==> src/logic/esp_pkg.sv <==
// Purpose: Constants and types shared by the enhanced serial port
// Assumes: 50 MHz clock, byte addressed Avalon-MM register window
// Notes:   Status and mask registers share the IS_* bit layout
package esp_pkg;
  // ----------------------------------------------------------------
  // Bus geometry
  // ----------------------------------------------------------------
  localparam int ADDR_W = 8;
  localparam int DATA_W = 32;

  // ----------------------------------------------------------------
  // Register offsets (byte addresses)
  // ----------------------------------------------------------------
  localparam logic [7:0] OFS_SERIAL_CONTROL = 8'h98;
  localparam logic [7:0] OFS_POWER_CONTROL  = 8'h9C;
  localparam logic [7:0] OFS_STATION_ADDR   = 8'hA0;
  localparam logic [7:0] OFS_STATION_MASK   = 8'hA4;
  localparam logic [7:0] OFS_TX_DATA        = 8'hA8;
  localparam logic [7:0] OFS_RX_DATA        = 8'hAC;
  localparam logic [7:0] OFS_BAUD_DIV       = 8'hB0;
  localparam logic [7:0] OFS_INT_STATUS     = 8'hB4;
  localparam logic [7:0] OFS_INT_MASK       = 8'hB8;

  // ----------------------------------------------------------------
  // Field positions
  // ----------------------------------------------------------------
  localparam int SC_MODE_HI   = 7;
  localparam int SC_MODE_LO   = 6;
  localparam int SC_ADDR_FILT = 5;
  localparam int SC_RX_EN     = 4;
  localparam int SC_TX9       = 3;
  localparam int SC_RX9       = 2;
  localparam int SC_TX_DONE   = 1;
  localparam int SC_RX_DONE   = 0;
  localparam int PC_DOUBLE    = 7;
  localparam int PC_ERR_SEL   = 6;
  localparam int IS_RX        = 0;
  localparam int IS_TX        = 1;
  localparam int IS_FE        = 2;

  // ----------------------------------------------------------------
  // Reset values and timing
  // ----------------------------------------------------------------
  localparam logic [7:0]  ADDR_RESET = 8'h00;
  localparam logic [7:0]  MASK_RESET = 8'h00;
  localparam logic [15:0] BAUD_RESET = 16'h001A;
  localparam logic [3:0]  OVS_LAST   = 4'hF;
  localparam logic [3:0]  OVS_MID    = 4'h7;
  localparam logic [3:0]  M0_LAST    = 4'hB;
  localparam logic [3:0]  M0_HALF    = 4'h6;
  localparam int          OVS_TICKS  = 16;
  localparam int          M2_BIT_SLOW = 64;
  localparam int          M2_BIT_FAST = 32;
  localparam logic [15:0] M2_DIV_SLOW = 16'(M2_BIT_SLOW / OVS_TICKS - 1);
  localparam logic [15:0] M2_DIV_FAST = 16'(M2_BIT_FAST / OVS_TICKS - 1);

  // ----------------------------------------------------------------
  // Modes and states
  // ----------------------------------------------------------------
  typedef enum logic [1:0] {
    MODE_SHIFT = 2'b00, MODE_UART8 = 2'b01,
    MODE_UART9_FIX = 2'b10, MODE_UART9_VAR = 2'b11
  } esp_mode_e;
  typedef enum logic [2:0] {
    TX_IDLE = 3'b000, TX_START = 3'b001, TX_DATA = 3'b010,
    TX_STOP = 3'b011, TX_SHIFT = 3'b100
  } esp_tx_e;
  typedef enum logic [2:0] {
    RX_IDLE = 3'b000, RX_START = 3'b001, RX_DATA = 3'b010,
    RX_STOP = 3'b011, RX_SHIFT = 3'b100
  } esp_rx_e;
endpackage

==> src/logic/esp_tick.sv <==
// Purpose: Sixteen-times oversample enable for the asynchronous modes
// Assumes: One clock; tick is a one-cycle enable, never a clock
// Notes:   Period is reload+1 cycles, or fixed for the 9-bit fixed mode
module esp_tick (
  // Clock and reset
  input  wire logic        clk,
  input  wire logic        resetn,
  // Rate selection
  input  wire logic        fixed_rate,
  input  wire logic        double_rate,
  input  wire logic [15:0] reload,
  // Oversample enable
  output logic             tick
);
  import esp_pkg::*;

  typedef struct packed {
    logic [15:0] cnt;
    logic        tick;
  } esp_tick_s;

  esp_tick_s   s;
  esp_tick_s   next_s;
  logic [15:0] period;

  // Free-running divider, restarts at zero on each tick
  always_comb begin
    period = fixed_rate ? (double_rate ? M2_DIV_FAST : M2_DIV_SLOW)
                        : reload;
    next_s = s;
    next_s.tick = 1'b0;
    if (s.cnt >= period) begin
      next_s.cnt  = 16'h0000;
      next_s.tick = 1'b1;
    end else begin
      next_s.cnt = s.cnt + 16'h0001;
    end
  end

  always_ff @(posedge clk) begin
    if (!resetn) begin
      s <= '0;
    end else begin
      s <= next_s;
    end
  end

  assign tick = s.tick;
endmodule // esp_tick

==> src/logic/esp_serial_port.sv <==
// Purpose: Enhanced serial port with four modes and address filtering
// Assumes: Avalon-MM slave with waitrequest, synchronous active-low reset
// Notes:   Shift mode clock is clk/12; async modes oversample by 16
// Contract
// - A bad or missing stop bit sets the framing error flag in bit 7.
// - Bit 7 is the framing flag when error select is one, else mode high.
// - The framing flag stays set across good frames until software clears it.
// - Mode bits high,low pick shift, 8-bit, 9-bit fixed or 9-bit variable.
// - In 9-bit modes with filtering, done needs ninth bit one and a match.
// - In 8-bit mode with filtering, done needs a good stop bit and a match.
// - Reception starts only while the receive enable bit is one.
// - In 9-bit modes the written ninth bit is sent as the ninth data bit.
// - In 9-bit modes the received ninth bit is stored in rx_ninth_bit.
// - In 8-bit mode without filtering the stop bit goes to rx_ninth_bit.
// - Transmit done sets after bit 8 in shift mode, else at stop start.
// - Receive done sets after bit 8 in shift mode, else mid stop bit.
// - The given address is station address masked, zeros don't care.
// - Broadcast is address OR mask, zero bits of it don't care.
// - Station address and mask both reset to zero, so all bytes match.
//
// Added by the designer: the Avalon-MM interface to the registers.
module esp_serial_port (
  // Clock and reset
  input  wire logic                       clk,
  input  wire logic                       resetn,
  // Register bus
  input  wire logic [esp_pkg::ADDR_W-1:0] avs_address,
  input  wire logic                       avs_read,
  input  wire logic                       avs_write,
  input  wire logic [esp_pkg::DATA_W-1:0] avs_writedata,
  input  wire logic [3:0]                 avs_byteenable,
  output logic      [esp_pkg::DATA_W-1:0] avs_readdata,
  output logic                            avs_waitrequest,
  // Serial pins
  input  wire logic                       rxd_in,
  output logic                            rxd_out,
  output logic                            rxd_oe,
  output logic                            txd,
  // Interrupt
  output logic                            irq
);
  import esp_pkg::*;

  // ----------------------------------------------------------------
  // State
  // ----------------------------------------------------------------
  typedef struct packed {
    logic        wreq;
    logic [15:0] rdata;
    logic        irq;
    logic        sm0, sm1, sm2, ren, tb8, rb8, ti, ri, fe;
    logic        error_flag_select, smod1;
    logic [7:0]  station_address, station_address_mask, rxbuf;
    logic [15:0] bdiv;
    logic [2:0]  ist, imask;
    logic        rxs1, rxs2, rx_q;
    esp_tx_e     tx_st;
    logic [8:0]  tx_sh;
    logic [3:0]  tx_cnt, tx_tk;
    logic        txd, rxd_o, rxd_oe;
    esp_rx_e     rx_st;
    logic [8:0]  rx_sh;
    logic [3:0]  rx_cnt, rx_tk;
  } esp_state_s;

  esp_state_s s;
  esp_state_s next_s;
  logic       tick, hit, wr, tx_wr, rx_fin, sb, ninth, addr_ok, filt;
  logic       accept, bit7_v, ev_rx, ev_tx, ev_fe;
  logic [7:0] wd, rx_byte;
  logic [3:0] nbits;
  esp_mode_e  mode;

  // Given or broadcast address match
  function automatic logic addr_match(input logic [7:0] b,
                                      input logic [7:0] a,
                                      input logic [7:0] m);
    logic [7:0] bc;
    bc = a | m;
    return (((b ^ a) & m) == 8'h00)
        || ((b & bc) == bc);
  endfunction

  // ----------------------------------------------------------------
  // Oversample enable
  // ----------------------------------------------------------------
  esp_tick u_tick (
    .clk         (clk),
    .resetn      (resetn),
    .fixed_rate  (mode == MODE_UART9_FIX),
    .double_rate (s.smod1),
    .reload      (s.bdiv),
    .tick        (tick)
  );

  // ----------------------------------------------------------------
  // Next state
  // ----------------------------------------------------------------
  always_comb begin
    next_s = s;
    ev_rx  = 1'b0;
    ev_tx  = 1'b0;
    ev_fe  = 1'b0;
    rx_fin = 1'b0;
    sb     = 1'b0;
    mode   = esp_mode_e'({s.sm0, s.sm1});
    nbits  = (mode == MODE_UART8) ? 4'h8 : 4'h9;
    wd     = avs_writedata[7:0];
    bit7_v = s.error_flag_select ? s.fe : s.sm0;

    // Answer one cycle after the request is seen
    hit = (avs_read | avs_write) & ~s.wreq;
    wr  = hit & avs_write & avs_byteenable[0];
    next_s.wreq = ~((avs_read | avs_write) & s.wreq);
    tx_wr = wr && (avs_address == OFS_TX_DATA);

    // Read value prepared while waitrequest is still high
    unique case (avs_address)
      OFS_SERIAL_CONTROL: next_s.rdata = {8'h00, bit7_v, s.sm1, s.sm2,
                            s.ren, s.tb8, s.rb8, s.ti, s.ri};
      OFS_POWER_CONTROL:  next_s.rdata = {8'h00, s.smod1, s.error_flag_select, 6'h00};
      OFS_STATION_ADDR:   next_s.rdata = {8'h00, s.station_address};
      OFS_STATION_MASK:   next_s.rdata = {8'h00, s.station_address_mask};
      OFS_RX_DATA:        next_s.rdata = {8'h00, s.rxbuf};
      OFS_BAUD_DIV:       next_s.rdata = s.bdiv;
      OFS_INT_STATUS:     next_s.rdata = {13'h0000, s.ist};
      OFS_INT_MASK:       next_s.rdata = {13'h0000, s.imask};
      default:            next_s.rdata = 16'h0000;
    endcase

    // Register writes; hardware sets below override them
    if (wr) begin
      unique case (avs_address)
        OFS_SERIAL_CONTROL: begin
          if (s.error_flag_select) begin
            next_s.fe = wd[SC_MODE_HI];
          end else begin
            next_s.sm0 = wd[SC_MODE_HI];
          end
          next_s.sm1 = wd[SC_MODE_LO];
          next_s.sm2 = wd[SC_ADDR_FILT];
          next_s.ren = wd[SC_RX_EN];
          next_s.tb8 = wd[SC_TX9];
          next_s.rb8 = wd[SC_RX9];
          next_s.ti  = wd[SC_TX_DONE];
          next_s.ri  = wd[SC_RX_DONE];
        end
        OFS_POWER_CONTROL: begin
          next_s.smod1 = wd[PC_DOUBLE];
          next_s.error_flag_select = wd[PC_ERR_SEL];
        end
        OFS_STATION_ADDR: next_s.station_address = wd;
        OFS_STATION_MASK: next_s.station_address_mask = wd;
        OFS_BAUD_DIV:     next_s.bdiv[7:0] = wd;
        OFS_INT_STATUS:   next_s.ist = s.ist & ~wd[2:0];
        OFS_INT_MASK:     next_s.imask = wd[2:0];
        default: ;
      endcase
    end
    if (hit && avs_write && avs_byteenable[1]
        && avs_address == OFS_BAUD_DIV) begin
      next_s.bdiv[15:8] = avs_writedata[15:8];
    end

    // Pin synchroniser and edge history
    next_s.rxs1 = rxd_in;
    next_s.rxs2 = s.rxs1;
    next_s.rx_q = s.rxs2;

    // Transmitter
    if (tick && s.tx_st != TX_IDLE && s.tx_st != TX_SHIFT) begin
      next_s.tx_tk = s.tx_tk + 4'h1;
    end
    unique case (s.tx_st)
      TX_IDLE: begin
        if (tx_wr && mode == MODE_SHIFT && s.rx_st == RX_IDLE) begin
          next_s.tx_st  = TX_SHIFT;
          next_s.tx_sh  = {1'b0, wd};
          next_s.tx_tk  = 4'h0;
          next_s.tx_cnt = 4'h0;
          next_s.rxd_oe = 1'b1;
          next_s.rxd_o  = wd[0];
          next_s.txd    = 1'b0;
        end else if (tx_wr && mode != MODE_SHIFT) begin
          next_s.tx_st  = TX_START;
          next_s.tx_sh  = {s.tb8, wd};
          next_s.tx_tk  = 4'h0;
          next_s.tx_cnt = 4'h0;
          next_s.txd    = 1'b0;
        end
      end
      TX_START: if (tick && s.tx_tk == OVS_LAST) begin
        next_s.tx_st  = TX_DATA;
        next_s.txd    = s.tx_sh[0];
        next_s.tx_sh  = {1'b0, s.tx_sh[8:1]};
        next_s.tx_cnt = 4'h1;
      end
      TX_DATA: if (tick && s.tx_tk == OVS_LAST) begin
        if (s.tx_cnt == nbits) begin
          next_s.tx_st = TX_STOP;
          next_s.txd   = 1'b1;
          next_s.ti    = 1'b1;
          ev_tx        = 1'b1;
        end else begin
          next_s.txd    = s.tx_sh[0];
          next_s.tx_sh  = {1'b0, s.tx_sh[8:1]};
          next_s.tx_cnt = s.tx_cnt + 4'h1;
        end
      end
      TX_STOP: if (tick && s.tx_tk == OVS_LAST) begin
        next_s.tx_st = TX_IDLE;
      end
      TX_SHIFT: begin
        // Clock low for six phases, high for six; data moves on low
        if (s.tx_tk == M0_LAST) begin
          next_s.tx_tk = 4'h0;
          next_s.txd   = 1'b0;
          if (s.tx_cnt == 4'h7) begin
            next_s.tx_st  = TX_IDLE;
            next_s.txd    = 1'b1;
            next_s.rxd_oe = 1'b0;
            next_s.ti     = 1'b1;
            ev_tx         = 1'b1;
          end else begin
            next_s.tx_cnt = s.tx_cnt + 4'h1;
            next_s.tx_sh  = {1'b0, s.tx_sh[8:1]};
            next_s.rxd_o  = s.tx_sh[1];
          end
        end else begin
          next_s.tx_tk = s.tx_tk + 4'h1;
          next_s.txd   = (s.tx_tk + 4'h1) >= M0_HALF;
        end
      end
      default: next_s.tx_st = TX_IDLE;
    endcase

    // Receiver
    if (tick && s.rx_st != RX_IDLE && s.rx_st != RX_SHIFT) begin
      next_s.rx_tk = s.rx_tk + 4'h1;
    end
    unique case (s.rx_st)
      RX_IDLE: if (s.ren) begin
        if (mode != MODE_SHIFT && s.rx_q && !s.rxs2) begin
          next_s.rx_st  = RX_START;
          next_s.rx_tk  = 4'h0;
          next_s.rx_cnt = 4'h0;
        end else if (mode == MODE_SHIFT && !s.ri
                     && s.tx_st == TX_IDLE && !tx_wr) begin
          next_s.rx_st  = RX_SHIFT;
          next_s.rx_tk  = 4'h0;
          next_s.rx_cnt = 4'h0;
          next_s.txd    = 1'b0;
        end
      end
      RX_START: if (tick && s.rx_tk == OVS_MID && s.rxs2) begin
        next_s.rx_st = RX_IDLE;          // Glitch, not a start bit
      end else if (tick && s.rx_tk == OVS_LAST) begin
        next_s.rx_st = RX_DATA;
      end
      RX_DATA: if (tick && s.rx_tk == OVS_MID) begin
        next_s.rx_sh  = {s.rxs2, s.rx_sh[8:1]};
        next_s.rx_cnt = s.rx_cnt + 4'h1;
      end else if (tick && s.rx_tk == OVS_LAST && s.rx_cnt == nbits) begin
        next_s.rx_st = RX_STOP;
      end
      RX_STOP: if (tick && s.rx_tk == OVS_MID) begin
        rx_fin       = 1'b1;
        sb           = s.rxs2;
        next_s.rx_st = RX_IDLE;
      end
      RX_SHIFT: begin
        if (s.rx_tk == M0_LAST) begin
          next_s.rx_tk = 4'h0;
          next_s.txd   = 1'b0;
          if (s.rx_cnt == 4'h7) begin
            next_s.rx_st = RX_IDLE;
            next_s.txd   = 1'b1;
            next_s.rxbuf = s.rx_sh[8:1];
            next_s.ri    = 1'b1;
            ev_rx        = 1'b1;
          end else begin
            next_s.rx_cnt = s.rx_cnt + 4'h1;
          end
        end else begin
          next_s.rx_tk = s.rx_tk + 4'h1;
          next_s.txd   = (s.rx_tk + 4'h1) >= M0_HALF;
          // Sample on the rising shift clock
          if (s.rx_tk + 4'h1 == M0_HALF) begin
            next_s.rx_sh = {s.rxs2, s.rx_sh[8:1]};
          end
        end
      end
      default: next_s.rx_st = RX_IDLE;
    endcase

    // End of an asynchronous frame
    rx_byte = (mode == MODE_UART8) ? s.rx_sh[8:1] : s.rx_sh[7:0];
    ninth   = s.rx_sh[8];
    addr_ok = addr_match(rx_byte, s.station_address, s.station_address_mask);
    if (mode == MODE_UART8) begin
      filt = !s.sm2 || (sb && addr_ok);
    end else begin
      filt = !s.sm2 || (ninth && addr_ok);
    end
    accept = rx_fin && !s.ri && filt;
    if (rx_fin && !sb) begin
      next_s.fe = 1'b1;
      ev_fe     = 1'b1;
    end
    if (accept) begin
      next_s.ri    = 1'b1;
      next_s.rxbuf = rx_byte;
      ev_rx        = 1'b1;
      if (mode != MODE_UART8) begin
        next_s.rb8 = ninth;
      end else if (!s.sm2) begin
        next_s.rb8 = sb;
      end
    end

    // Sticky events; a set in the clearing cycle wins
    next_s.ist = next_s.ist | {ev_fe, ev_tx, ev_rx};
    next_s.irq = |(next_s.ist & next_s.imask);
  end

  // State register
  always_ff @(posedge clk) begin
    if (!resetn) begin
      s        <= '0;
      s.wreq   <= 1'b1;
      s.station_address  <= ADDR_RESET;
      s.station_address_mask  <= MASK_RESET;
      s.bdiv   <= BAUD_RESET;
      s.txd    <= 1'b1;
      s.rxs1   <= 1'b1;
      s.rxs2   <= 1'b1;
      s.rx_q   <= 1'b1;
      s.tx_st  <= TX_IDLE;
      s.rx_st  <= RX_IDLE;
    end else begin
      s <= next_s;
    end
  end

  // Outputs straight from flops
  assign avs_readdata    = {16'h0000, s.rdata};
  assign avs_waitrequest = s.wreq;
  assign rxd_out         = s.rxd_o;
  assign rxd_oe          = s.rxd_oe;
  assign txd             = s.txd;
  assign irq             = s.irq;

  // ----------------------------------------------------------------
  // Assertions
  // ----------------------------------------------------------------
  logic wr_serial_control;
  assign wr_serial_control = wr && (avs_address == OFS_SERIAL_CONTROL);
endmodule // esp_serial_port

==> config.mk <==
export PLATFORM = sky130hd
export DESIGN_NAME = esp_serial_port
export DESIGN_NICKNAME = d
export VERILOG_FILES = /design/src/logic/esp_pkg.sv /design/src/logic/esp_tick.sv /design/src/logic/esp_serial_port.sv
export SDC_FILE = /design/constraint.sdc
export NUM_CORES = 1
export LEC_CHECK = 0
export BUFFER_PORTS_ARGS = -buffer_cell sky130_fd_sc_hd__buf_4
export CORE_MARGIN = 2
export CORE_UTILIZATION = 55
export CTS_CLUSTER_SIZE = 40
export DETAILED_ROUTE_END_ITERATION = 16
export PLACE_DENSITY = 0.76
export SLEW_MARGIN = 20
export SYNTH_ARGS = -nofsm -noshare
export SYNTH_HDL_FRONTEND = slang
export SYNTH_SLANG_ARGS = --single-unit
==> constraint.sdc <==
create_clock -name clk -period 4.7 [get_ports clk]
set_clock_uncertainty 0.2 [all_clocks]
set_input_delay 0.47 -clock clk [delete_from_list [all_inputs] [get_ports clk]]
set_output_delay 0.47 -clock clk [all_outputs]
set_load 0.005 [all_outputs]
==> results_dict.tcl <==
set metrics [dict create \
    crit_buf_inv 1 \
    grt_util_met1 0.333 \
    cts.sinks 138 \
    max_slew_margin 0.388 \
    met2_usage 0.398 \
    area_growth_pct 12.2 \
    cts.clk_slew.worst_paths_ns 0.06 \
    antenna_found_initial 0 \
    clock-root-buffer "clkbuf_16" \
    maxCapViolCount 0 \
    ys_seq_elements 138 \
    max_stage_delay_ns 0.55 \
    synthTopCellsByArea "dfxtp_1 (38%), mux2i_1 (9.0%), nor2_1 (6.4%)" \
    status "completed" \
    syn_inst 876 \
    cts_resized 0 \
    drc_errors 0 \
    grt_max_degree 51 \
    htree_levels 4 \
    hold_path.startpoint "rxd_in" \
    async_flop_share 0 \
    regToRegSetupSlack_ns 1.17 \
    clock_latency_ns 0.42 \
    final.setup.tns_ns 0 \
    crit_arrival_ns 3.69 \
    critPathRequiredTime_ns 4.85 \
    yosys.area.top_type "dfxtp_1" \
    cts_hold_buf 0 \
    clock_path_buffers 2 \
    dieHeight_um 120 \
    layout_min_cycle_time_ns 3.53 \
    ios 86 \
    cts_setup_buffers 0 \
    final_core_util 0.626 \
    wl_per_cell_um 16.0 \
    worst-setup-path-type "flip-flop to flip-flop" \
    start_util 0.558 \
    grt_overflow_total 0 \
    synth_area_um2 7340 \
    hold_viol_final 0 \
    cp-end-kind "flip-flop" \
    die-area_um2 14300 \
    diodes 0 \
    yosysUniqueCellTypes 64 \
    setup-violations-final 0 \
    irDropWorstVdd_v 0.000259 \
    cts_tree "done" \
    drive_above_1_share 0.119 \
    drtIter0Drc 580 \
    hold_path.class "input pin to flip-flop" \
    die_w_um 120 \
    numCtsBuffers 17 \
    syn_area_per_cell_um2 8.38 \
    ant_nets 0 \
    grt_use_total 0.250 \
    crit_slowest_cell "nand2b_1" \
    synthTopCellsByCount "dfxtp_1 (138), nor2_1 (126), nand2_1 (89)" \
    crit_chain "nand2b_1 > nand2_1 > ha_1 > a21o_1 > a21o_1 > a21oi_1 > nor2_1 > a2111oi_0 > o211ai_1 > clkbuf_4 > nor2_1" \
    worstPathMaxFanout 17 \
    slew_viol_final 0 \
    vias 6230 \
    viasPerCell 5.73 \
    timing.rr.start "mode[0]" \
    finalCritPeriodShare 0.752 \
    drtPass1Iterations 6 \
    crit_start "mode[0]" \
    use_met3 0.0551 \
    grt_busiest_layer "met2" \
    hpwl_mm 11.9 \
    grt_pass1_wl_mm 28.6 \
    rsz0062_at_grt "no" \
    synth_seq_area_share 0.377 \
    nets 970 \
    tightest_slew_ns 0.911 \
    cp_top_family "compound AO/OA/AOI/OAI gates" \
    place_congestion 0.946 \
    grt_pass1_vias 5781 \
    synth.most_common_cell "dfxtp_1" \
    yosys_warnings 0 \
    postRouteWirelength_mm 17.4 \
    crit_path_start_kind "flip-flop" \
    synth_edf_count 0 \
    synth_top_flop_cell "dfxtp_1" \
    core_um2 13100 \
    p_leak_nw 3.31 \
    p_per_area_nw_per_um2 313 \
    fmax_ghz 0.283 \
    std_cell_rows 42 \
    yosysTopAreaCellShare 0.377 \
    io_buffers 51 \
]
-- path summary, 6_finish.rpt --
| kind | end | depth (start not counted) |
|---|---|---|
| min reg2reg | next_s[43] | 1 |
| min | next_s[44] | 2 |
| max reg2reg | u_tick.s[13] | 11 |
| max | u_tick.s[13] | 11 |
-- cell families (layout without fill, tap and decap cells) --
logic type,count (synthesis),count (layout),share of synthesized area
simple gates,348,348,0.224
mux,72,72,0.0992
flops,138,138,0.377
buf+inv,91,111,0.0665
compound gates,178,178,0.164
other cells,1,16,0.000511
fa+ha+maj,24,24,0.0406
xor+xnor,24,24,0.0287
-- report_power, final --
part / total, mW / internal, mW / switching [mW]
registers: 1.19 / 1.18 / 0.0118
logic: 0.121 / 0.0474 / 0.0738
clock network: 1.26 / 0.775 / 0.488
total: 2.57 / 2.00 / 0.574
-- final cells by class --
type,instances,area [um2]
Clock inverter,9,70.1
Fill cell,1150,4910
Tap cell,176,220
Timing Repair Buffer,58,452
Clock buffer,23,488
Inverter,21,78.8
Sequential cell,138,2760
Multi-Input combinational cell,662,4160
-- metrics by stage --
stage	cells	area, um2	setup WS [ns]	power, mW	hold slack, ns
6_report	1087	8230	1.17	2.57	0.0392
2_1_floorplan	891	7390	1.69	1.29	0.186
5_1_grt	1087	8230	0.793	2.65	0.0449
4_1_cts	1085	8210	0.998	2.58	0.0336
3_5_place_dp	1053	7650	1.10	1.33	0.208
3_3_place_gp	1053	7650	1.16	1.33	0.192
-- layer usage --
metal / up-vias / wire, um
li1: 3092 / -
met1: 2922 / 7970
met2: 180 / 8060
met3: 36 / 947
met4: 0 / 418
met5: - / 0
-- cell usage in the layout (no fill, tap or decap), types with 19 or more instances in the layout --
cell / count
ha_1: 23
dfxtp_1: 138
o21ai_0: 23
a211oi_1: 20
inv_1: 20
mux2i_1: 66
nand2b_1: 19
nor2_1: 126
a21oi_1: 55
buf_4: 55
nand3_1: 25
nand2_1: 89
-- worst register-to-register path, stage by stage (launching register included) --
cell	delay, ns
dfxtp_1	0.41
nand2b_1	0.55
nand2_1	0.15
ha_1	0.33
a21o_1	0.19
a21o_1	0.17
a21oi_1	0.17
nor2_1	0.06
a2111oi_0	0.51
o211ai_1	0.33
clkbuf_4	0.29
nor2_1	0.11
-- state kept, by name, indices dropped and copies added (netlist names), 2 cells and up --
register      count
next_s            2
avs_readdata     16
u_tick.s         16
mode              2
s                95
(Power assumes the default switching activity.)
